**src/verilog/tte_defs.svh**
```systemverilog
/*
 * constants for the translation tie-off and event block: register byte offsets,
 * field positions, reset values and timing counts.
 * assumes a 32-bit apb slave decoding paddr[7:0] and a 10 MHz system clock.
 */
// Functional notes
// - coherent-walk strap changes no memory access; it is only recorded for software.
// - coherent-walk strap value is readable in the first identification register.
// - clock gate bypass input high bypasses all architectural clock gates.
// - non-secure integration register access allowed only while unlock input is high.
// - inhibit low: unit generates own barriers and forwards every upstream barrier.
// - inhibit high: unit never originates barriers but still forwards upstream ones.
// - at reset the normalise bit loads the level of the normalise strap.
// - each buffer unit pulses a tick event on every one of its clock cycles.
// - each buffer unit pulses a divided tick event on every 64th clock cycle.
// - each buffer unit signals an event for every write transaction passing through.
// - each buffer unit signals an event for every read transaction passing through.
// - each buffer unit signals a write refill event on write-caused lookaside allocation.
// - each buffer unit signals a read refill event on read-caused lookaside allocation.
// - counters count secure events only while secure debug permit is high.
`ifndef TTE_DEFS_SVH
`define TTE_DEFS_SVH

`define TTE_NUM_UNIT 2
`define TTE_OFF_ID0 8'h00
`define TTE_OFF_AUX 8'h04
`define TTE_OFF_CTRL 8'h08
`define TTE_OFF_STATUS 8'h0c
`define TTE_OFF_MASK 8'h10
`define TTE_OFF_CNT0 8'h14
`define TTE_OFF_CNT1 8'h18
`define TTE_OFF_INTEG 8'h20

`define TTE_ID0_CTTW 0
`define TTE_ID0_SCAN 1
`define TTE_AUX_NORM 0
`define TTE_CTRL_SEL_LO 0
`define TTE_CTRL_SEL_HI 2
`define TTE_CTRL_CEN 3
`define TTE_CTRL_CLR 4
`define TTE_CTRL_CGEN 5
`define TTE_ST_REFUSED 2

`define TTE_CTRL_RST 32'h0000_0020
`define TTE_MASK_RST 32'h0000_0000
`define TTE_INTEG_RST 32'h0000_0000

`define TTE_DIV_RATIO 64
`define TTE_DIV_LAST 6'h3f
`define TTE_SYNC_LAT 2'h2

`endif

```
**src/verilog/tte_pkg.sv**
```systemverilog
/*
 * types shared by the event block files.
 * assumes nothing beyond a systemverilog compiler.
 */
`default_nettype none
package tte_pkg;
    typedef enum logic [2:0] {
        TTE_EV_TICK = 3'h0,
        TTE_EV_DIV = 3'h1,
        TTE_EV_WR = 3'h2,
        TTE_EV_RD = 3'h3,
        TTE_EV_WRF = 3'h4,
        TTE_EV_RDF = 3'h5
    } tte_evsel_t;

    typedef enum logic [1:0] {
        TTE_CAP_SYNC = 2'h0,
        TTE_CAP_LOAD = 2'h1,
        TTE_CAP_RUN = 2'h2
    } tte_cap_t;
endpackage
`default_nettype wire

```
**src/verilog/tte_top.sv**
```systemverilog
/*
 * tie-off handling, apb register file, interrupt and per buffer unit event outputs.
 * assumes straps come from pins (synchronised here), traffic strobes from logic on clk,
 * and an apb master that holds each request until pready.
 */
`default_nettype none
`include "tte_defs.svh"
module tte_top (
    // clock and reset
    input wire logic clk,
    input wire logic rst_n,
    // apb slave
    input wire logic psel,
    input wire logic penable,
    input wire logic pwrite,
    input wire logic [7:0] paddr,
    input wire logic [31:0] pwdata,
    input wire logic [3:0] pstrb,
    input wire logic [2:0] pprot,
    output logic [31:0] prdata,
    output logic pready,
    output logic pslverr,
    // tie-offs
    input wire logic cfg_cttw,
    input wire logic dft_gate_bypass,
    input wire logic integ_unlock,
    input wire logic sec_debug_permit,
    input wire logic scan_hold,
    input wire logic cfg_normalise,
    input wire logic [1:0] barrier_inhibit,
    // buffer unit traffic
    input wire logic [1:0] wr_txn,
    input wire logic [1:0] rd_txn,
    input wire logic [1:0] wr_alloc,
    input wire logic [1:0] rd_alloc,
    input wire logic [1:0] txn_secure,
    input wire logic [1:0] barrier_gen,
    input wire logic [1:0] barrier_up,
    output logic [1:0] barrier_out,
    // clock gating
    output logic clk_gate_en,
    // events
    output logic [1:0] ev_tick,
    output logic [1:0] ev_div,
    output logic [1:0] ev_wr,
    output logic [1:0] ev_rd,
    output logic [1:0] ev_wrf,
    output logic [1:0] ev_rdf,
    // interrupt
    output logic irq
);
    import tte_pkg::*;

    localparam int NT = `TTE_NUM_UNIT;

    logic [6+NT-1:0] strap_s;
    logic cttw_s, bypass_s, unlock_s, permit_s, scanh_s, norm_s;
    logic [NT-1:0] inhib_s;

    tte_sync2 #(.W(6 + NT)) u_sync (
        .clk(clk),
        .rst_n(rst_n),
        .d({barrier_inhibit, cfg_normalise, scan_hold, sec_debug_permit, integ_unlock,
            dft_gate_bypass, cfg_cttw}),
        .q(strap_s)
    );

    assign {inhib_s, norm_s, scanh_s, permit_s, unlock_s, bypass_s, cttw_s} = strap_s;

    // registers
    tte_cap_t cap_r, cap_nxt;
    logic [1:0] cap_cnt_r, cap_cnt_nxt;
    logic aux_r, aux_nxt;
    logic [31:0] ctrl_r, ctrl_nxt;
    logic [31:0] status_r, status_nxt;
    logic [31:0] mask_r, mask_nxt;
    logic [31:0] integ_r, integ_nxt;
    logic [31:0] prdata_r, prdata_nxt;
    logic pready_r, pready_nxt;
    logic pslverr_r, pslverr_nxt;
    logic irq_r, irq_nxt;
    logic cg_r, cg_nxt;
    logic clr_r, clr_nxt;

    logic acc, wr, refused, mapped;
    logic [31:0] wmask, rdata;
    logic [31:0] cnt [NT];
    logic [NT-1:0] ovf;

    // one wait state: the answer comes in the second access cycle
    assign acc = psel & penable & ~pready_r;
    // non-secure is pprot[1] high
    assign refused = (paddr == `TTE_OFF_INTEG) & pprot[1] & ~unlock_s;
    assign wr = acc & pwrite & mapped & ~refused;
    assign wmask = {{8{pstrb[3]}}, {8{pstrb[2]}}, {8{pstrb[1]}}, {8{pstrb[0]}}};

    always_comb begin
        mapped = 1'b1;
        rdata = 32'h0000_0000;
        case (paddr)
            `TTE_OFF_ID0: begin
                // recorded only: nothing else in the block reads this strap
                rdata[`TTE_ID0_CTTW] = cttw_s;
                rdata[`TTE_ID0_SCAN] = scanh_s;
            end
            `TTE_OFF_AUX: rdata[`TTE_AUX_NORM] = aux_r;
            `TTE_OFF_CTRL: rdata = ctrl_r;
            `TTE_OFF_STATUS: rdata = status_r;
            `TTE_OFF_MASK: rdata = mask_r;
            `TTE_OFF_CNT0: rdata = cnt[0];
            `TTE_OFF_CNT1: rdata = cnt[1];
            `TTE_OFF_INTEG: rdata = refused ? 32'h0000_0000 : integ_r;
            default: mapped = 1'b0;
        endcase
    end

    always_comb begin
        pready_nxt = acc;
        pslverr_nxt = acc & (~mapped | refused);
        prdata_nxt = (acc && !pwrite && mapped && !refused) ? rdata : 32'h0000_0000;

        ctrl_nxt = ctrl_r;
        mask_nxt = mask_r;
        integ_nxt = integ_r;
        clr_nxt = 1'b0;
        if (wr && paddr == `TTE_OFF_CTRL) begin
            ctrl_nxt = (ctrl_r & ~wmask) | (pwdata & wmask);
            // clear is self-resetting so a stuck bit cannot freeze the counters
            ctrl_nxt[`TTE_CTRL_CLR] = 1'b0;
            clr_nxt = pwdata[`TTE_CTRL_CLR] & pstrb[0];
        end
        if (wr && paddr == `TTE_OFF_MASK) begin
            mask_nxt = (mask_r & ~wmask) | (pwdata & wmask);
        end
        if (wr && paddr == `TTE_OFF_INTEG) begin
            integ_nxt = (integ_r & ~wmask) | (pwdata & wmask);
        end

        // set wins over a simultaneous write-one-to-clear
        status_nxt = status_r;
        if (wr && paddr == `TTE_OFF_STATUS) begin
            status_nxt = status_r & ~(pwdata & wmask);
        end
        status_nxt[NT-1:0] = status_nxt[NT-1:0] | ovf;
        status_nxt[`TTE_ST_REFUSED] = status_nxt[`TTE_ST_REFUSED] | (acc & refused);
        status_nxt[31:3] = 29'h0;
        irq_nxt = |(status_r & mask_r);

        // bypass forces every architectural gate open
        cg_nxt = ctrl_r[`TTE_CTRL_CGEN] | bypass_s;
    end

    // normalise bit: wait for the synchroniser to fill, then load the strap once
    always_comb begin
        cap_nxt = cap_r;
        cap_cnt_nxt = cap_cnt_r;
        aux_nxt = aux_r;
        case (cap_r)
            TTE_CAP_SYNC: begin
                cap_cnt_nxt = cap_cnt_r + 2'h1;
                if (cap_cnt_r == `TTE_SYNC_LAT - 2'h1) begin
                    cap_nxt = TTE_CAP_LOAD;
                end
            end
            TTE_CAP_LOAD: begin
                aux_nxt = norm_s;
                cap_nxt = TTE_CAP_RUN;
            end
            TTE_CAP_RUN: begin
                if (wr && paddr == `TTE_OFF_AUX && pstrb[0]) begin
                    aux_nxt = pwdata[`TTE_AUX_NORM];
                end
            end
            default: cap_nxt = TTE_CAP_SYNC;
        endcase
    end

    always_ff @(posedge clk or negedge rst_n) begin
        if (!rst_n) begin
            cap_r <= TTE_CAP_SYNC;
            cap_cnt_r <= 2'h0;
            aux_r <= 1'b0;
        end else begin
            cap_r <= cap_nxt;
            cap_cnt_r <= cap_cnt_nxt;
            aux_r <= aux_nxt;
        end
    end

    always_ff @(posedge clk or negedge rst_n) begin
        if (!rst_n) begin
            ctrl_r <= `TTE_CTRL_RST;
            status_r <= 32'h0000_0000;
            mask_r <= `TTE_MASK_RST;
            integ_r <= `TTE_INTEG_RST;
            prdata_r <= 32'h0000_0000;
            pready_r <= 1'b0;
            pslverr_r <= 1'b0;
            irq_r <= 1'b0;
            cg_r <= 1'b1;
            clr_r <= 1'b0;
        end else begin
            ctrl_r <= ctrl_nxt;
            status_r <= status_nxt;
            mask_r <= mask_nxt;
            integ_r <= integ_nxt;
            prdata_r <= prdata_nxt;
            pready_r <= pready_nxt;
            pslverr_r <= pslverr_nxt;
            irq_r <= irq_nxt;
            cg_r <= cg_nxt;
            clr_r <= clr_nxt;
        end
    end

    assign prdata = prdata_r;
    assign pready = pready_r;
    assign pslverr = pslverr_r;
    assign irq = irq_r;
    assign clk_gate_en = cg_r;

    // secure debug permit is trusted as driven by the system's trace logic
    genvar gi;
    generate
        for (gi = 0; gi < NT; gi++) begin : g_unit
            tte_unit_events u_ev (
                .clk(clk),
                .rst_n(rst_n),
                .wr_txn(wr_txn[gi]),
                .rd_txn(rd_txn[gi]),
                .wr_alloc(wr_alloc[gi]),
                .rd_alloc(rd_alloc[gi]),
                .txn_secure(txn_secure[gi]),
                .barrier_gen(barrier_gen[gi]),
                .barrier_up(barrier_up[gi]),
                .barrier_inhibit(inhib_s[gi]),
                .barrier_out(barrier_out[gi]),
                .cnt_en(ctrl_r[`TTE_CTRL_CEN]),
                .cnt_clr(clr_r),
                .cnt_sel(tte_evsel_t'(ctrl_r[`TTE_CTRL_SEL_HI:`TTE_CTRL_SEL_LO])),
                .secure_permit(permit_s),
                .cnt(cnt[gi]),
                .cnt_ovf(ovf[gi]),
                .ev_tick(ev_tick[gi]),
                .ev_div(ev_div[gi]),
                .ev_wr(ev_wr[gi]),
                .ev_rd(ev_rd[gi]),
                .ev_wrf(ev_wrf[gi]),
                .ev_rdf(ev_rdf[gi])
            );
        end
    endgenerate
endmodule
`default_nettype wire

```
**src/verilog/tte_sync2.sv**
```systemverilog
/*
 * two flip-flop synchroniser for a bundle of static strap levels.
 * assumes the bits are quasi-static, so per-bit skew is harmless.
 */
`default_nettype none
module tte_sync2 #(
    parameter int W = 1
) (
    // clock and reset
    input wire logic clk,
    input wire logic rst_n,
    // data
    input wire logic [W-1:0] d,
    output logic [W-1:0] q
);
    logic [W-1:0] s1_r;
    logic [W-1:0] q_r;
    logic [W-1:0] s1_nxt;
    logic [W-1:0] q_nxt;

    always_comb begin
        s1_nxt = d;
        q_nxt = s1_r;
    end

    always_ff @(posedge clk or negedge rst_n) begin
        if (!rst_n) begin
            s1_r <= '0;
            q_r <= '0;
        end else begin
            s1_r <= s1_nxt;
            q_r <= q_nxt;
        end
    end

    assign q = q_r;
endmodule
`default_nettype wire

```
**src/verilog/tte_tbu_events.sv**
```systemverilog
/*
 * per buffer unit event pulses, barrier forwarding and one selectable event counter.
 * assumes transaction strobes are one-cycle handshake pulses on the same clock.
 */
`default_nettype none
`include "tte_defs.svh"
module tte_unit_events (
    // clock and reset
    input wire logic clk,
    input wire logic rst_n,
    // traffic
    input wire logic wr_txn,
    input wire logic rd_txn,
    input wire logic wr_alloc,
    input wire logic rd_alloc,
    input wire logic txn_secure,
    // barriers
    input wire logic barrier_gen,
    input wire logic barrier_up,
    input wire logic barrier_inhibit,
    output logic barrier_out,
    // counter control
    input wire logic cnt_en,
    input wire logic cnt_clr,
    input wire tte_pkg::tte_evsel_t cnt_sel,
    input wire logic secure_permit,
    output logic [31:0] cnt,
    output logic cnt_ovf,
    // events
    output logic ev_tick,
    output logic ev_div,
    output logic ev_wr,
    output logic ev_rd,
    output logic ev_wrf,
    output logic ev_rdf
);
    import tte_pkg::*;

    logic [5:0] div_r, div_nxt;
    logic [5:0] ev_r, ev_nxt;
    logic bar_r, bar_nxt;
    logic [31:0] cnt_r, cnt_nxt;
    logic ovf_r, ovf_nxt;
    logic hit;

    always_comb begin
        div_nxt = div_r + 6'h01;
        ev_nxt[0] = 1'b1;
        ev_nxt[1] = (div_r == `TTE_DIV_LAST);
        ev_nxt[2] = wr_txn;
        ev_nxt[3] = rd_txn;
        ev_nxt[4] = wr_alloc;
        ev_nxt[5] = rd_alloc;
        // upstream barriers always pass; own ones only without inhibit
        bar_nxt = barrier_up | (barrier_gen & ~barrier_inhibit);
        case (cnt_sel)
            TTE_EV_TICK: hit = ev_nxt[0];
            TTE_EV_DIV: hit = ev_nxt[1];
            TTE_EV_WR: hit = ev_nxt[2];
            TTE_EV_RD: hit = ev_nxt[3];
            TTE_EV_WRF: hit = ev_nxt[4];
            TTE_EV_RDF: hit = ev_nxt[5];
            default: hit = 1'b0;
        endcase
        // tick events carry no security state, traffic events do
        if (cnt_sel >= TTE_EV_WR && txn_secure && !secure_permit) begin
            hit = 1'b0;
        end
        cnt_nxt = cnt_r;
        ovf_nxt = 1'b0;
        if (cnt_clr) begin
            cnt_nxt = 32'h0000_0000;
        end else if (cnt_en && hit) begin
            cnt_nxt = cnt_r + 32'h0000_0001;
            ovf_nxt = (cnt_r == 32'hffff_ffff);
        end
    end

    always_ff @(posedge clk or negedge rst_n) begin
        if (!rst_n) begin
            div_r <= 6'h00;
            ev_r <= 6'h00;
            bar_r <= 1'b0;
            cnt_r <= 32'h0000_0000;
            ovf_r <= 1'b0;
        end else begin
            div_r <= div_nxt;
            ev_r <= ev_nxt;
            bar_r <= bar_nxt;
            cnt_r <= cnt_nxt;
            ovf_r <= ovf_nxt;
        end
    end

    assign ev_tick = ev_r[0];
    assign ev_div = ev_r[1];
    assign ev_wr = ev_r[2];
    assign ev_rd = ev_r[3];
    assign ev_wrf = ev_r[4];
    assign ev_rdf = ev_r[5];
    assign barrier_out = bar_r;
    assign cnt = cnt_r;
    assign cnt_ovf = ovf_r;
endmodule
`default_nettype wire

```
**config.mk**
```make
export PLATFORM = sky130hd
export DESIGN_NAME = tte_top
export DESIGN_NICKNAME = d
export VERILOG_FILES = /design/src/verilog/tte_pkg.sv /design/src/verilog/tte_top.sv /design/src/verilog/tte_sync2.sv /design/src/verilog/tte_tbu_events.sv
export VERILOG_INCLUDE_DIRS = /design/src /design/src/verilog
export SDC_FILE = /design/constraint.sdc
export NUM_CORES = 1
export LEC_CHECK = 0
export ABC_AREA = 1
export BUFFER_PORTS_ARGS = -buffer_cell sky130_fd_sc_hd__buf_4
export CORE_MARGIN = 2
export CORE_UTILIZATION = 44
export CTS_CLUSTER_DIAMETER = 120
export DETAILED_ROUTE_END_ITERATION = 7
export PLACE_DENSITY = 0.68
export SKIP_CTS_REPAIR_TIMING = 1
export SYNTH_ARGS = -nofsm -noshare
export SYNTH_HDL_FRONTEND = slang
export SYNTH_SLANG_ARGS = --single-unit
```
**constraint.sdc**
```tcl
create_clock -name clk -period 2.5 [get_ports clk]
set_clock_uncertainty 0.05 [all_clocks]
set_input_delay 0.125 -clock clk [delete_from_list [all_inputs] [get_ports clk]]
set_output_delay 0.125 -clock clk [all_outputs]
set_load 0.005 [all_outputs]
```
# Word-level counts from Yosys, hierarchy flattened
# Index checks and enable logic that the tools add are counted.
dict set report word_totals {
  reg_bits 248
  input_bits 74
  elab_cells 140
}
dict set report classes {
  n_addsub 5
  magnitude_cmp 1
  eq_ne 21
  muxes 24
  bitwise 36
  reduce_logical 28
}
# cell n
set op_table {}
lappend op_table {{32-bit 2-to-1 mux} 6}
lappend op_table {{30-bit case mux with 6 select lines} 1}
lappend op_table {{32-bit bitwise AND} 4}
lappend op_table {{32-bit bitwise OR} 3}
lappend op_table {{32-bit by 1-bit adder with 32-bit output, second input constant} 2}
lappend op_table {{32-bit equality test, second input constant} 2}
lappend op_table {{3-bit by 32-bit bitwise AND with 32-bit output} 1}
lappend op_table {{32-bit NOT} 1}
lappend op_table {{32-bit OR reduction} 1}
lappend op_table {{8-bit by 5-bit equality test with 1-bit output, second input constant} 3}
lappend op_table {{8-bit by 4-bit equality test with 1-bit output, second input constant} 2}
lappend op_table {{1-bit logical AND} 15}
lappend op_table {{6-bit by 1-bit adder with 6-bit output, second input constant} 2}
lappend op_table {{1-bit bitwise AND} 12}
lappend op_table {{6-bit equality test, second input constant} 2}
lappend op_table {{1-bit case mux with 6 select lines} 2}
lappend op_table {{1-bit 2-to-1 mux} 9}
lappend op_table {{8-bit by 3-bit equality test with 1-bit output, second input constant} 1}
lappend op_table {{8-bit by 6-bit equality test with 1-bit output, second input constant} 1}
lappend op_table {{8-bit logical NOT} 1}
lappend op_table {{1-bit case mux with 8 select lines} 1}
lappend op_table {{8-bit OR reduction} 1}
lappend op_table {{1-bit NOT} 7}
lappend op_table {{1-bit case mux with 7 select lines} 1}
lappend op_table {{other kinds (21)} 34}

# Depth between registers and ports, before layout
dict set report logic_depth {
  ltp_word 9
  mapped_depth 11
}

# By module
# From an unflattened synthesis, not the netlist that was laid out.
dict set report unflattened {
  hier_cells 1817
  area_unflattened_um2 13548.0
}
# module instances cells_per_inst area_per_inst_um2 seq_area_each_um2
set by_module_without_submodules {}
lappend by_module_without_submodules {tte_top 1 908 7283.2 3505.9}
lappend by_module_without_submodules {{tte_unit_events (g_unit[1].u_ev)} 1 446 2940.3 1151.1}
lappend by_module_without_submodules {{tte_unit_events (g_unit[0].u_ev)} 1 447 2924.1 1151.1}
lappend by_module_without_submodules {tte_sync2 1 16 400.4 400.4}

# Least setup slack after synthesis
# OpenSTA, ideal clock, no wires.
dict set report synth_path {
  path_type {flip-flop to flip-flop}
  from {reg g_unit[1].u_ev.div_r[0]}
  to {reg g_unit[1].u_ev.cnt_r[25]}
  setup_time_ps 132
  arrival_time_ps 1591
  required_time_ps 2318
  setup_slack_ps 727
  path_stages_with_launch 11
  period_less_slack_ps 1773
  cell_sequence {dfrtp_1 -> ha_1 -> nand3_1 -> nor3_1 -> o21ai_0 -> nand2_1 -> nand2_1 -> nand2_1 -> inv_1 -> clkbuf_1 -> o21ai_0}
}
dict set report synth_between {
  elab_chain_cells 5
}
# item line_no
set synth_rtl {}
lappend synth_rtl {{from (decl)} tte_tbu_events.sv:39} ;# logic [5:0] div_r, div_nxt;
lappend synth_rtl {{from (signal assigned)} tte_tbu_events.sv:87} ;# div_r <= div_nxt;
lappend synth_rtl {{6-bit equality test (no source line)} -}
lappend synth_rtl {{via g_unit[1].u_ev.ev_nxt[1]} tte_tbu_events.sv:40} ;# logic [5:0] ev_r, ev_nxt;
lappend synth_rtl {{1-bit case mux with 6 select lines} tte_tbu_events.sv:56} ;# case (cnt_sel)
lappend synth_rtl {{1-bit 2-to-1 mux} tte_tbu_events.sv:66} ;# if (cnt_sel >= TTE_EV_WR && txn_secure && !secure_permit) begin
lappend synth_rtl {{1-bit logical AND} tte_tbu_events.sv:73} ;# end else if (cnt_en && hit) begin
lappend synth_rtl {{2-bit nonzero test (no source line)} -}
lappend synth_rtl {{to (signal assigned)} tte_tbu_events.sv:90} ;# cnt_r <= cnt_nxt;
lappend synth_rtl {{to (decl)} tte_tbu_events.sv:42} ;# logic [31:0] cnt_r, cnt_nxt;
# The timed path passes the listed nets, and every way through them passes these cells.
# A chain may end at the register's enable or synchronous reset.

==> flow_metrics.py <==
metrics = {
    "run_status": {
        "status": "completed",
    },
    "grt": {
        "grt.overflow.total": 0,
        "grt_max_degree": 74,
        "grt_antenna_before_repair": 1,
        "grt_pass1_wl_mm": 63.4,
        "grt_usage_pct": 26.0,
        "grt_pass1_vias": 11599,
    },
    "floorplanning": {
        "die_area_um2": 30800,
        "dieWidth_um": 176,
        "num_rows": 62,
        "ios": 124,
        "start_util_pct": 44.9,
        "die_h_um": 176,
        "core-area_um2": 28900,
    },
    "timing": {
        "fin_ws_ns": 0.187,
        "fmax_ghz": 0.432,
        "final-hold-violation-count": 0,
        "setup_viol": 0,
        "worst_hold_slack_ns": 0.0650,
        "period_share_pct": 92.5,
        "maxSlewViolCount": 0,
        "rsz0062_at_grt": "no",
        "post-route-min-period_ns": 2.31,
        "tns_ns": 0,
        "max_slew_margin_pct": 45.1,
        "worst_pin_slew_ns": 0.822,
    },
    "worst_setup_path": {
        "worstSetupStartpointType": "register",
        "required_ns": 2.94,
        "slowest_stage": "dlygate4sd3_1",
        "path_max_fanout": 6,
        "arrival_ns": 2.75,
        "critPathBufInv": 2,
        "crit_type": "register to register",
        "worst_path_dominant_cell_family": "simple AND/OR/NAND/NOR gates",
        "crit_chain": "nor2_1 > inv_1 > nor2_2 > nand3_4 > nor2_4 > nand3_1 > dlygate4sd3_1 > nand2_1",
        "max_stage_delay_ns": 0.58,
        "end_kind": "register",
    },
    "cts": {
        "htree_levels": 1,
        "numCtsBuffers": 29,
        "cts_tree": "done",
        "clkSinkCount": 247,
        "clockBufferDepth": 3,
        "cts.reportedPaths.clkPinSlew_ns": 0.06,
        "clk_latency_ns": 0.55,
        "cts_root_buf": "clkbuf_16",
    },
    "place": {
        "place.gp.congestion": 0.927,
        "io_buffers": 121,
        "dp_hpwl_mm": 27.6,
        "pre_cts_slack_ns": 0.345,
    },
    "finish": {
        "nNetsFinal": 1905,
        "final_cell_mix": "nand2_1, dfrtp_1, inv_1",
        "diodes": 0,
        "layout_commonest_cell": "nand2_1",
        "drive_gt1_share_pct": 12.0,
        "syn_to_final_growth_pct": 22.6,
    },
    "synth": {
        "syn_inst": 1666,
        "synthArstFlopShare_pct": 100,
        "synth_seq_cells": 247,
        "yosysUniqueCellTypes": 39,
        "ys_dominant_reg_cell": "dfrtp_1",
        "avgSynthCellArea_um2": 7.78,
        "syn_nets": 1745,
        "yosysWarnings": 0,
        "synth_edf_count": 0,
        "netlist_area_um2": 13000,
        "ys_seq_area_share_pct": 47.7,
    },
    "pwr": {
        "power_leakage_nw": 7.47,
        "power.total_mw": 8.84,
        "ir_drop_mv": 0.456,
        "p_per_area_nw_per_um2": 556,
    },
    "route": {
        "wl_per_cell_um": 17.9,
        "viasPerCell": 5.34,
        "antenna_left": 0,
        "routed_wl_mm": 40.0,
        "drtIter0Drc": 1040,
        "first_pass_iters": 5,
        "vias": 11901,
        "drc": 0,
    },
    "run": {
        "maxCapViolCount": 0,
    },
    "worst_hold_path": {
        "hp-class": "primary input to register",
    },
}
==> kinds of logic (layout without fill, tap and decap cells) <==
logic type	count (synthesis)	count (layout)	synth area share (%)
AO/OA/AOI/OAI	230	230	11.3
flip-flops	247	247	47.7
AND/OR/NAND/NOR	853	853	29.2
other	1	1	0.0289
buffers and inverters	302	482	9.41
XOR/XNOR	28	28	1.89
adder cells (fa/ha/maj)	5	5	0.483
==> area by class of cell <==
cell class / instances / area (um^2)
inverter: 213 / 800
timing repair buffer: 218 / 1870
clock inverter: 8 / 124
sequential: 247 / 6180
multi-input combinational: 1117 / 5550
clock buffer: 43 / 868
tap: 384 / 480
fill: 2694 / 13000
==> tightest hold or removal path, delay by kind of cell <==
family	cells	cell delay [ns]
simple gates	3	0.20
compound gates	1	0.18
buf+inv	1	0.11
==> per-layer routing <==
| metal | vias to the layer above | wire length, um | track usage [%] |
|---|---|---|---|
| met3 | 52 | 2810 | 4.78 |
| met4 | 2 | 596 | 5.58 |
| li1 | 5745 | - | - |
| met2 | 375 | 19100 | 42.2 |
| met1 | 5727 | 17500 | 36.4 |
| met5 | - | 7 | 0 |
==> cell usage after synthesis (2+ instances only) <==
cell type	count	share of area [%]
o21ai_0	79	3.1
buf_1	3	0.087
o21bai_1	97	5.6
inv_1	211	6.1
a21oi_1	21	0.81
o31ai_1	3	0.17
nor3b_1	4	0.23
nor2_4	4	0.35
ha_1	5	0.48
a31oi_1	2	0.097
xor2_1	24	1.6
clkbuf_1	50	1.4
a21o_1	4	0.23
nand2_1	376	11
xnor2_1	4	0.27
or2_2	2	0.097
nand4_1	58	2.8
a21boi_0	2	0.12
o221ai_1	4	0.27
dfrtp_1	245	47
dfstp_2	2	0.41
o211ai_1	2	0.12
buf_4	16	0.93
buf_2	20	0.77
nand3_4	2	0.27
nand3_1	208	8.0
nor2_2	6	0.29
nor2_1	145	4.2
o22ai_1	13	0.63
inv_2	2	0.058
nor3_1	44	1.7
==> stage by stage <==
step	util [%]	area (um^2)	std cells
5_1_grt	55.0	15900	2230
3_5_place_dp	49.4	14300	2117
6_report	55.0	15900	2230
4_1_cts	52.9	15300	2168
3_3_place_gp	49.4	14300	2117
2_1_floorplan	-	13000	1666
==> final timing paths <==
path	endpoint	slack, ns	from	cells past startpoint
max in group asynchronous	g_unit[0].u_ev.cnt[26]$_DFFE_PN0P_	1.52	rst_n	3
min in group asynchronous	g_unit[1].u_ev.barrier_out$_DFF_PN0_	0.08	rst_n	2
worst min register to register	u_sync.q[2]$_DFF_PN0_	0.29	u_sync.q_nxt[2]$_DFF_PN0_	0
worst max-delay path	register	0.19	pready$_DFF_PN0_	8
worst max register to register	register	0.19	pready$_DFF_PN0_	8
worst min-delay path	prdata[0]$_DFF_PN0_	0.06	paddr[3]	5
==> report_power, final <==
group	total (mW)	switching, mW	internal [mW]
Sequential	4.03	0.00905	4.03
Combinational	0.416	0.238	0.177
Clock	4.39	1.70	2.69
(Power assumes the default switching activity.)
